==> src/hdl/flt_pkg.sv <==
// Summary of operation
// Bits 4 to 7 of overvoltage_log_enable_ch1_4 enable a capture on channels 1 to 4 overvoltage.
// Bits 0 to 3 of overvoltage_log_enable_ch5_12 enable a capture on channels 5 to 8 overvoltage.
// Bits 4 to 7 of overvoltage_log_enable_ch5_12 serve channels 9 to 12, twelve-channel part only.
// Bits 0 to 7 of early_warning_log_enable_ch1_8 enable capture on channels 1 to 8 early warning.
// Bits 0 to 3 of early_warning_log_enable_ch9_12 serve channels 9 to 12 and bits 7 to 4 are unused.
// Early warning fires in the configured direction, above or below, and a zero enable blocks it.
// A capture locks the log until software writes one to bit 1 of the unlock register.
// The two-bit log control selects flags and values, flags only, values only, or no logging.
// The undervoltage enable byte and bits 3 to 0 of the shared byte enable undervoltage capture.
// Any enabled condition requests a capture, and unused bits read zero and ignore writes.
`default_nettype none
package flt_pkg;
    // Register offsets on the configuration port
    localparam logic [7:0] FLT_ADDR_LOG_CTRL = 8'h47;
    localparam logic [7:0] FLT_ADDR_UV_LO    = 8'h48;
    localparam logic [7:0] FLT_ADDR_MIX      = 8'h49;
    localparam logic [7:0] FLT_ADDR_OV_HI    = 8'h4a;
    localparam logic [7:0] FLT_ADDR_EW_LO    = 8'h4b;
    localparam logic [7:0] FLT_ADDR_EW_HI    = 8'h4c;
    localparam logic [7:0] FLT_ADDR_UNLOCK   = 8'h5d;

    // Field positions
    localparam int FLT_UNLOCK_BIT = 1;
    localparam int FLT_LOCK_STAT_BIT = 0;

    // Log control encodings
    localparam logic [1:0] FLT_LOG_BOTH  = 2'h0;
    localparam logic [1:0] FLT_LOG_FLAGS = 2'h1;
    localparam logic [1:0] FLT_LOG_VALS  = 2'h2;
    localparam logic [1:0] FLT_LOG_OFF   = 2'h3;

    // Writable bit masks; upper-channel bits vanish on the eight-channel part
    localparam logic [7:0] FLT_MASK_LOG_CTRL = 8'h03;
    localparam logic [7:0] FLT_MASK_MIX_12   = 8'hff;
    localparam logic [7:0] FLT_MASK_MIX_8    = 8'hf0;
    localparam logic [7:0] FLT_MASK_OV_HI_12 = 8'hff;
    localparam logic [7:0] FLT_MASK_OV_HI_8  = 8'h0f;
    localparam logic [7:0] FLT_MASK_EW_HI_12 = 8'h0f;
    localparam logic [7:0] FLT_MASK_EW_HI_8  = 8'h00;
    localparam logic [11:0] FLT_CH_MASK_12   = 12'hfff;
    localparam logic [11:0] FLT_CH_MASK_8    = 12'h0ff;

    // Values after reset
    localparam logic [7:0] FLT_RST_REG  = 8'h00;
    localparam logic [1:0] FLT_RST_CTRL = 2'h0;

    // Comparator flags from the converter, one bit per channel
    typedef struct packed {
        logic [11:0] ov;
        logic [11:0] uv;
        logic [11:0] ew_above;
        logic [11:0] ew_below;
        logic [11:0] ew_sel_below;
    } flt_mon_flags_type;

    // Per-channel enables assembled from the registers
    typedef struct packed {
        logic [11:0] ov_en;
        logic [11:0] uv_en;
        logic [11:0] ew_en;
    } flt_enables_type;

    // Capture request toward the log writer
    typedef struct packed {
        logic        req;
        logic [1:0]  mode;
        logic [11:0] lines;
    } flt_capture_type;
endpackage
`default_nettype wire

==> src/hdl/flt_trig_match.sv <==
`timescale 1ns/1ps
`default_nettype none
module flt_trig_match
    import flt_pkg::*;
(
    // Comparator flags and enables
    input  wire flt_mon_flags_type flags_i,
    input  wire flt_enables_type   en_i,
    input  wire logic [11:0]       ch_mask_i,
    // Per-channel hit
    output logic [11:0]            hit_o
);
    logic [11:0] ew_dir;

    // Early warning follows the direction chosen for the third limit
    assign ew_dir = (flags_i.ew_sel_below & flags_i.ew_below)
                  | (~flags_i.ew_sel_below & flags_i.ew_above);

    // Zero enable suppresses; absent channels never hit
    assign hit_o = ch_mask_i & ((flags_i.ov & en_i.ov_en)
                 | (flags_i.uv & en_i.uv_en)
                 | (ew_dir & en_i.ew_en));
endmodule // flt_trig_match
`default_nettype wire

==> src/hdl/flt_log_trig.sv <==
`timescale 1ns/1ps
`default_nettype none
module flt_log_trig
    import flt_pkg::*;
#(
    parameter bit TWELVE_CH = 1'b1
)(
    // Clock and reset
    input  wire logic              sys_clk_i,
    input  wire logic              resetn_i,
    // Configuration port
    input  wire logic [7:0]        cfg_addr_i,
    input  wire logic              cfg_wr_i,
    input  wire logic [7:0]        cfg_wdata_i,
    input  wire logic              cfg_rd_i,
    output logic [7:0]             cfg_rdata_o,
    // Comparator flags
    input  wire flt_mon_flags_type flags_i,
    // Log writer side
    output flt_capture_type        capture_o,
    output logic                   locked_o
);
    // Configuration registers and their next values
    logic [1:0]      log_ctrl_q;
    logic [1:0]      log_ctrl_d;
    logic [7:0]      uv_lo_q;
    logic [7:0]      uv_lo_d;
    logic [7:0]      mix_q;
    logic [7:0]      mix_d;
    logic [7:0]      ov_hi_q;
    logic [7:0]      ov_hi_d;
    logic [7:0]      ew_lo_q;
    logic [7:0]      ew_lo_d;
    logic [7:0]      ew_hi_q;
    logic [7:0]      ew_hi_d;

    // Lock, read data and capture record
    logic            locked_q;
    logic            locked_d;
    logic [7:0]      rdata_q;
    logic [7:0]      rdata_d;
    flt_capture_type cap_q;
    flt_capture_type cap_d;

    // Variant masks
    logic [7:0]      mask_mix;
    logic [7:0]      mask_ov_hi;
    logic [7:0]      mask_ew_hi;
    logic [11:0]     ch_mask;

    // Address selects
    logic            sel_ctrl;
    logic            sel_uv_lo;
    logic            sel_mix;
    logic            sel_ov_hi;
    logic            sel_ew_lo;
    logic            sel_ew_hi;
    logic            sel_unlock;

    // Write strobes
    logic            wr_ctrl;
    logic            wr_uv_lo;
    logic            wr_mix;
    logic            wr_ov_hi;
    logic            wr_ew_lo;
    logic            wr_ew_hi;
    logic            unlock_wr;

    // Composed read words
    logic [7:0]      rd_ctrl_word;
    logic [7:0]      rd_lock_word;

    // Trigger path
    logic [11:0]     hit;
    logic            fire;
    flt_enables_type en;

    // Variant masks: absent channels keep their bits at zero
    assign mask_mix   = TWELVE_CH ? FLT_MASK_MIX_12   : FLT_MASK_MIX_8;
    assign mask_ov_hi = TWELVE_CH ? FLT_MASK_OV_HI_12 : FLT_MASK_OV_HI_8;
    assign mask_ew_hi = TWELVE_CH ? FLT_MASK_EW_HI_12 : FLT_MASK_EW_HI_8;
    assign ch_mask    = TWELVE_CH ? FLT_CH_MASK_12    : FLT_CH_MASK_8;

    // Address match; one helper so write and read paths can never disagree
    function automatic logic addr_hit(input logic [7:0] addr, input logic [7:0] target);
        return addr == target;
    endfunction

    // Address selects shared by the write strobes and the read mux
    assign sel_ctrl   = addr_hit(cfg_addr_i, FLT_ADDR_LOG_CTRL);
    assign sel_uv_lo  = addr_hit(cfg_addr_i, FLT_ADDR_UV_LO);
    assign sel_mix    = addr_hit(cfg_addr_i, FLT_ADDR_MIX);
    assign sel_ov_hi  = addr_hit(cfg_addr_i, FLT_ADDR_OV_HI);
    assign sel_ew_lo  = addr_hit(cfg_addr_i, FLT_ADDR_EW_LO);
    assign sel_ew_hi  = addr_hit(cfg_addr_i, FLT_ADDR_EW_HI);
    assign sel_unlock = addr_hit(cfg_addr_i, FLT_ADDR_UNLOCK);

    // Write strobes; unmapped addresses match nothing and are dropped
    assign wr_ctrl   = cfg_wr_i && sel_ctrl;
    assign wr_uv_lo  = cfg_wr_i && sel_uv_lo;
    assign wr_mix    = cfg_wr_i && sel_mix;
    assign wr_ov_hi  = cfg_wr_i && sel_ov_hi;
    assign wr_ew_lo  = cfg_wr_i && sel_ew_lo;
    assign wr_ew_hi  = cfg_wr_i && sel_ew_hi;
    assign unlock_wr = cfg_wr_i && sel_unlock && cfg_wdata_i[FLT_UNLOCK_BIT];

    // Enables gathered per condition, channel 1 in bit 0
    assign en.ov_en = {ov_hi_q, mix_q[7:4]};
    assign en.uv_en = {mix_q[3:0], uv_lo_q};
    assign en.ew_en = {ew_hi_q[3:0], ew_lo_q};

    flt_trig_match u_match (
        .flags_i   (flags_i),
        .en_i      (en),
        .ch_mask_i (ch_mask),
        .hit_o     (hit)
    );

    // Any enabled hit captures once unless logging is off; lock then holds off further captures
    assign fire = (|hit) && !locked_q && (log_ctrl_q != FLT_LOG_OFF);

    // Capture sets lock and wins over an unlock in the same cycle
    assign locked_d = fire || (locked_q && !unlock_wr);

    // Capture record: mode tells the writer what to store
    assign cap_d.req   = fire;
    assign cap_d.mode  = log_ctrl_q;
    assign cap_d.lines = fire ? hit : cap_q.lines;

    // Read words; the unlock bit is write-only and reads back low
    assign rd_ctrl_word = {6'h00, log_ctrl_q};
    assign rd_lock_word = 8'(locked_q) << FLT_LOCK_STAT_BIT;

    // Read mux; unmapped addresses read zero, no strobe holds the last word
    assign rdata_d = !cfg_rd_i  ? rdata_q      :
                     sel_ctrl   ? rd_ctrl_word :
                     sel_uv_lo  ? uv_lo_q      :
                     sel_mix    ? mix_q        :
                     sel_ov_hi  ? ov_hi_q      :
                     sel_ew_lo  ? ew_lo_q      :
                     sel_ew_hi  ? ew_hi_q      :
                     sel_unlock ? rd_lock_word : 8'h00;

    // Next values; masked bits are forced low so absent channels stay quiet
    assign log_ctrl_d = wr_ctrl  ? cfg_wdata_i[1:0]           : log_ctrl_q;
    assign uv_lo_d    = wr_uv_lo ? cfg_wdata_i                : uv_lo_q;
    assign mix_d      = wr_mix   ? (cfg_wdata_i & mask_mix)   : mix_q;
    assign ov_hi_d    = wr_ov_hi ? (cfg_wdata_i & mask_ov_hi) : ov_hi_q;
    assign ew_lo_d    = wr_ew_lo ? cfg_wdata_i                : ew_lo_q;
    assign ew_hi_d    = wr_ew_hi ? (cfg_wdata_i & mask_ew_hi) : ew_hi_q;

    // Log control mode
    always_ff @(posedge sys_clk_i) begin
        if (!resetn_i) begin
            log_ctrl_q <= FLT_RST_CTRL;
        end else begin
            log_ctrl_q <= log_ctrl_d;
        end
    end

    // Undervoltage enables, channels 1 to 8
    always_ff @(posedge sys_clk_i) begin
        if (!resetn_i) begin
            uv_lo_q <= FLT_RST_REG;
        end else begin
            uv_lo_q <= uv_lo_d;
        end
    end

    // Shared byte: undervoltage upper channels, overvoltage lower channels
    always_ff @(posedge sys_clk_i) begin
        if (!resetn_i) begin
            mix_q <= FLT_RST_REG;
        end else begin
            mix_q <= mix_d;
        end
    end

    // Overvoltage enables, upper channels
    always_ff @(posedge sys_clk_i) begin
        if (!resetn_i) begin
            ov_hi_q <= FLT_RST_REG;
        end else begin
            ov_hi_q <= ov_hi_d;
        end
    end

    // Early-warning enables, channels 1 to 8
    always_ff @(posedge sys_clk_i) begin
        if (!resetn_i) begin
            ew_lo_q <= FLT_RST_REG;
        end else begin
            ew_lo_q <= ew_lo_d;
        end
    end

    // Early-warning enables, upper channels
    always_ff @(posedge sys_clk_i) begin
        if (!resetn_i) begin
            ew_hi_q <= FLT_RST_REG;
        end else begin
            ew_hi_q <= ew_hi_d;
        end
    end

    // Log lock
    always_ff @(posedge sys_clk_i) begin
        if (!resetn_i) begin
            locked_q <= 1'b0;
        end else begin
            locked_q <= locked_d;
        end
    end

    // Capture record; registered so the writer sees a clean one-cycle request
    always_ff @(posedge sys_clk_i) begin
        if (!resetn_i) begin
            cap_q <= '0;
        end else begin
            cap_q <= cap_d;
        end
    end

    // Read data, held until the next read strobe
    always_ff @(posedge sys_clk_i) begin
        if (!resetn_i) begin
            rdata_q <= 8'h00;
        end else begin
            rdata_q <= rdata_d;
        end
    end

    // Outputs straight from the flops
    assign cfg_rdata_o = rdata_q;
    assign capture_o   = cap_q;
    assign locked_o    = locked_q;
endmodule // flt_log_trig
`default_nettype wire

==> config.mk <==
export PLATFORM = sky130hd
export DESIGN_NAME = flt_log_trig
export DESIGN_NICKNAME = d
export VERILOG_FILES = /design/src/hdl/flt_pkg.sv /design/src/hdl/flt_trig_match.sv /design/src/hdl/flt_log_trig.sv
export SDC_FILE = /design/constraint.sdc
export NUM_CORES = 1
export LEC_CHECK = 0
export ABC_AREA = 1
export ABC_CLOCK_PERIOD_IN_PS = 2100
export BUFFER_PORTS_ARGS = -buffer_cell sky130_fd_sc_hd__buf_2
export CAP_MARGIN = 20
export CORE_MARGIN = 4
export CORE_UTILIZATION = 25
export DETAILED_ROUTE_END_ITERATION = 7
export HOLD_SLACK_MARGIN = 0.08
export PLACE_DENSITY_LB_ADDON = 0.08
export SYNTH_ARGS = -nofsm -noshare
export SYNTH_HDL_FRONTEND = slang
export SYNTH_SLANG_ARGS = --single-unit
==> constraint.sdc <==
create_clock -name sys_clk_i -period 2.1 [get_ports sys_clk_i]
set_clock_uncertainty 0.2 [all_clocks]
set_input_delay 0.42 -clock sys_clk_i [delete_from_list [all_inputs] [get_ports sys_clk_i]]
set_output_delay 0.42 -clock sys_clk_i [all_outputs]
set_load 0.02 [all_outputs]
# == Yosys cells after proc, flatten, opt, wreduce, memory -nomap -nowiden ==
# Index checks and enable logic that the tools add are counted.
# word_totals
register_bits,62
input_bits,80
word_cells,50
# op_classes
eq_ne,8
mux,7
bitwise_logic,9
reduce_logical,15
# ops
cell,count
$and A12 B12 Y12,5
$eq A8 B7 Y1 const B,7
$mux W8,5
$or A12 B12 Y12,3
$not A12 Y12,1
$reduce_or A12 Y1,1
$logic_and A1 B1 Y1,11
$mux W4,1
$logic_not A1 Y1,2
$ne A2 B2 Y1 const B,1
$logic_or A1 B1 Y1,1
$mux W1,1

# == Longest topological paths before layout ==
# logic_depth
depth_word,9
mapped_depth,12
mapped_depth_nobuf,11

# == Cells and area by module ==
# Synthesis repeated with hierarchy kept, for this count alone.
# hier_totals
hier_cells,523
area_unflattened_um2,3418.3
# by_module_without_submodules
mod,instances,cells_each,area_each_um2,seq_area_each_um2
flt_log_trig,1,379,2742.6,1241.2
flt_trig_match,1,144,675.6,0.0

# == Least setup slack after synthesis ==
# No wires, ideal clock.
# synth_timing
path_kind,input -> register
from,in flags_i[20] (netlist name)
to,reg cap_q (netlist bit capture_o[10])
arrival_time_ps,1308
required_time_ps,1785
path_slack_ps,477
stages,11
n_path_buf,1
path_cell_list,inv_1 > nand2_1 > nand3_1 > nand2_1 > nor2_1 > nand2_1 > nor2_1 > nand2_1 > buf_2 > a21oi_1 > nor2_1
# synth_via
elab_chain_cells,7
# synth_lines
item,line,rtl
start: declaration,flt_log_trig.sv:18,"input wire flt_mon_flags_type flags_i,"
$and A12 B12 Y12,flt_trig_match.sv:16,assign ew_dir = (flags_i.ew_sel_below & flags_i.ew_below)
$or A12 B12 Y12,flt_trig_match.sv:17,| (~flags_i.ew_sel_below & flags_i.ew_above);
$and A12 B12 Y12,flt_trig_match.sv:22,| (ew_dir & en_i.ew_en));
$or A12 B12 Y12,flt_trig_match.sv:22,
$reduce_or A12 Y1,flt_log_trig.sv:120,assign fire = (|hit) && !locked_q && (log_ctrl_q != FLT_LOG_OFF);
$logic_and A1 B1 Y1 (2 in series),flt_log_trig.sv:120,
end signal: assignment,flt_log_trig.sv:220,cap_q <= cap_d;
end: declaration,flt_log_trig.sv:42,flt_capture_type cap_q;
# No other way between the ends.
# A chain may end at the register's enable or synchronous reset.

# == Worst setup path after layout ==
# layout_timing
from,reg uv_lo_q[7]
to,reg cap_q (netlist bit capture_o[6])
# layout_via
elab_chain_cells,6
# layout_lines
item,line,rtl
start: declaration,flt_log_trig.sv:26,logic [7:0] uv_lo_q;
start signal: assignment,flt_log_trig.sv:166,uv_lo_q <= uv_lo_d;
$and A12 B12 Y12,flt_trig_match.sv:21,| (flags_i.uv & en_i.uv_en)
$or A12 B12 Y12,flt_trig_match.sv:21,
$or A12 B12 Y12,flt_trig_match.sv:22,
$reduce_or A12 Y1,flt_log_trig.sv:120,
$logic_and A1 B1 Y1 (2 in series),flt_log_trig.sv:120,
# No other way between the ends.

==> results.py <==
metrics = {
    "floorplanning": {
        "row_count": 41,
        "coreArea_um2": 12720,
        "io_pins": 104,
        "die_x_um": 122.6,
        "fp.dieH_um": 122.6,
        "die_area_um2": 15040,
        "initial_core_util_pct": 25.83,
    },
    "placed_design": {
        "place_ws_ns": 0.01315,
        "io_buffers": 103,
        "placed_area_um2": 4108,
        "gp_congestion": 0.8246,
        "hpwl_um": 9198,
    },
    "logic_synthesis": {
        "ys_seq_area_share_pct": 37.78,
        "ys_seq_elements": 62,
        "synthTopCellsByArea": "dfxtp_1 (38%), nand2_1 (15%), inv_1 (11%)",
        "synth.top_cell.area_share_pct": 37.78,
        "synth-xor-area-share_pct": 0,
        "synthArstFlopShare_pct": 0,
        "syn_inst": 514,
        "synth_top_family_by_area": "simple AND/OR/NAND/NOR gates",
        "synth_mux_area_share_pct": 0,
        "synth.avg_cell_area_um2": 6.392,
        "synth_nets": 594,
        "yosys_most_used_dff": "dfxtp_1",
        "synth-simple-area-share_pct": 30.39,
        "synth_edf_count": 0,
        "synth_top_area_cell": "dfxtp_1",
        "yosysWarnings": 0,
        "synth_fa_ha_area_share_pct": 0,
        "synth_commonest_cells": "nand2_1 (128), inv_1 (99), dfxtp_1 (62), a21oi_1 (54), nor2_1 (42)",
        "syn-cell-area_um2": 3286,
        "synth_compound_area_share_pct": 17.90,
        "synth_cell_types": 24,
        "synth.most_common_cell": "nand2_1",
    },
    "finish": {
        "layout.nets": 713,
        "fill_cells": 1442,
        "diodes": 0,
        "multi_input_area_um2": 1587,
        "final_area_um2": 4402,
        "area_growth_pct": 33.97,
        "postLayoutCoreUtil_pct": 34.60,
        "seqCellArea_um2": 1241,
        "drive_gt1_share_pct": 23.51,
    },
    "route": {
        "drt-total-wl_um": 11540,
        "dr.pass1.iters": 7,
        "drtAntennaViolNets": 0,
        "drt_iter0_drc": 181,
        "vias": 3507,
        "routed_via_density": 4.330,
        "drcViolationCount": 0,
        "routedWlPerCell_um": 14.24,
    },
    "worst_setup_path": {
        "worstSetupStartpointType": "register",
        "reg2reg_slack_ns": 0.35,
        "cp_data_arrival_time_ns": 1.77,
        "cpMaxStageDelayCell": "a21oi_1",
        "critPathMaxStageDelay_ns": 0.34,
        "r2r_end": "capture_o[6]$_SDFFE_PN0P_",
        "cp-end-kind": "register",
        "critPathMaxFanout": 22,
        "crit_type": "reg -> reg",
        "worstPathRequired_ns": 2.12,
        "cpMostUsedCell": "nand2_1",
        "reg2regPathDepth": 9,
        "cp_cell_sequence": "nand2_1 -> nand2_1 -> a21oi_1 -> nand2_1 -> nor2_1 -> nand2_1 -> buf_12 -> a21oi_1 -> nor2_1",
        "rr_startpoint": "uv_lo_q[7]$_SDFFE_PN0P_",
    },
    "clocking": {
        "htreeDepth": 3,
        "cts_inserted_buffers": 9,
        "cts_buffer_depth": 2,
        "post_cts_buffers": 0,
        "clkLatencyLatePin_ns": 0.33,
        "path_clk_slew_ns": 0.06,
        "cts.sinks": 62,
        "cts-root-buf": "clkbuf_16",
        "hold_buffers": 0,
        "tritoncts": "built",
        "cts_resized": 0,
    },
    "pwr": {
        "sw_frac_of_total_pct": 24.16,
        "power.share.clock_pct": 49.8,
        "power_density_nw_per_um2": 678.0,
        "switchingPower_uw": 721.0,
        "p_int_mw": 2.263,
        "combPwrFrac_pct": 9.9,
        "seqPwrFrac_pct": 40.3,
        "power_mw": 2.984,
        "irDropWorstVdd_mv": 0.2700,
        "power.leakage_nw": 2.078,
    },
    "sta": {
        "min_period_ns": 1.753,
        "layout_setup_ws_ns": 0.3475,
        "grt_setup_unrepaired": "no",
        "slew-limit-headroom_pct": 71.88,
        "fin_crit_sh_pct": 83.45,
        "worst_slew_pin_slew_ns": 0.4218,
        "max_freq_mhz": 570.6,
        "drv_slew": 0,
        "fin_setup_tns_ns": 0,
        "setup_viol_count_final": 0,
        "finalHoldViolCount": 0,
    },
    "outcome": {
        "status": "completed",
    },
    "global_routing": {
        "grt_max_degree": 40,
        "grt_pass1_wl_um": 18210,
        "overflow": 0,
        "antenna_found_initial": 1,
        "track_usage_pct": 16.01,
        "grt_pass1_vias": 3435,
    },
    "hold_path": {
        "min_to": "uv_lo_q[4]$_SDFFE_PN0P_",
        "holdPathStages": 3,
        "min_path_type": "in -> reg",
        "min_from": "cfg_wdata_i[4]",
    },
    "flow_run": {
        "max-cap-violations": 0,
    },
}
layout by cell type, fill, tap and decap left out:
master,netlist,final
nand3_2,2,2
nor3_2,2,2
clkbuf_8,0,1
clkinv_4,0,1
clkinv_2,0,1
inv_1,99,99
buf_4,1,20
nor3_4,2,2
bufinv_16,0,1
nor2_4,2,2
nor2_2,1,1
o21ai_1,3,3
nor2_1,42,42
o21ai_0,34,34
buf_12,0,1
clkbuf_1,8,3
buf_2,6,103
clkbuf_16,0,9
a211oi_1,8,8
nand4_1,5,5
nand3_4,1,1
nand3_1,38,38
a211oi_2,1,1
a21oi_1,54,54
inv_2,2,2
dfxtp_1,62,62
nor3_1,4,4
o211ai_1,8,8
nand2_1,128,128
registers in the layout (all words and copies together), names as in the netlist:
| name | cells |
|---|---|
| capture_o | 15 |
| cfg_rdata_o | 8 |
| ew_lo_q | 8 |
| mix_q | 8 |
| ov_hi_q | 8 |
| uv_lo_q | 8 |
| ew_hi_q | 4 |
| log_ctrl_q | 2 |
| locked_o | 1 |
through the flow:
stage | hold slack, ns | cells
final | 0.2075 | 810
after global placement | 0.2547 | 794
after detailed placement | 0.2523 | 794
after CTS | 0.1960 | 810
after floorplan | 0.2202 | 514
after global routing | 0.2239 | 810
routing by layer:
metal	share of wire (%)	GRT usage, %	vias up	wire length, um
met2	47	26.55	75	5445
met1	48	20.85	1553	5497
met4	0.59	4.409	2	68
met5	0.061	0	-	7
met3	4.5	3.733	6	517
li1	-	-	1871	-
critical path, delay by kind of cell, from the launching register on:
kind	cells	cell delay, ns
DFF	1	0.32
buffers and inverters	1	0.17
AOI/OAI and AO/OA	2	0.46
and+or+nand+nor	6	0.48
area by class of cell:
class | count | area share (%)
Timing Repair Buffer | 124 | 15.58
Clock buffer | 13 | 5.685
Tap cell | 172 | 4.889
Multi-Input combinational cell | 335 | 36.04
Clock inverter | 3 | 0.9949
Sequential cell | 62 | 28.20
Inverter | 101 | 8.613
power by group through the flow:
stage	clock network [mW]	registers, mW	logic (mW)
finish	1.49	1.20	0.296
global route	1.57	1.20	0.336
CTS	1.53	1.20	0.301
detailed placement	0	1.23	0.300
global placement	0	1.23	0.298
floorplan	0	1.24	0.124
worst max path at each step:
stage	from	slack [ns]	end
6_report	uv_lo_q[7]$_SDFFE_PN0P_	0.35	capture_o[6]$_SDFFE_PN0P_
5_1_grt	uv_lo_q[7]$_SDFFE_PN0P_	0.09	capture_o[2]$_SDFFE_PN0P_
4_1_cts	uv_lo_q[7]$_SDFFE_PN0P_	0.24	capture_o[9]$_SDFFE_PN0P_
3_5_place_dp	flags_i[7]	0.01	capture_o[9]$_SDFFE_PN0P_
3_3_place_gp	flags_i[7]	0.03	capture_o[11]$_SDFFE_PN0P_
2_1_floorplan	flags_i[20]	0.48	capture_o[10]$_SDFFE_PN0P_
cell families after synthesis:
kind of cell           count (synthesis)
DFF                                   62
buffers and inverters                117
AOI/OAI and AO/OA                    108
and+or+nand+nor                      227
Power figures use the tool's default switching activity.
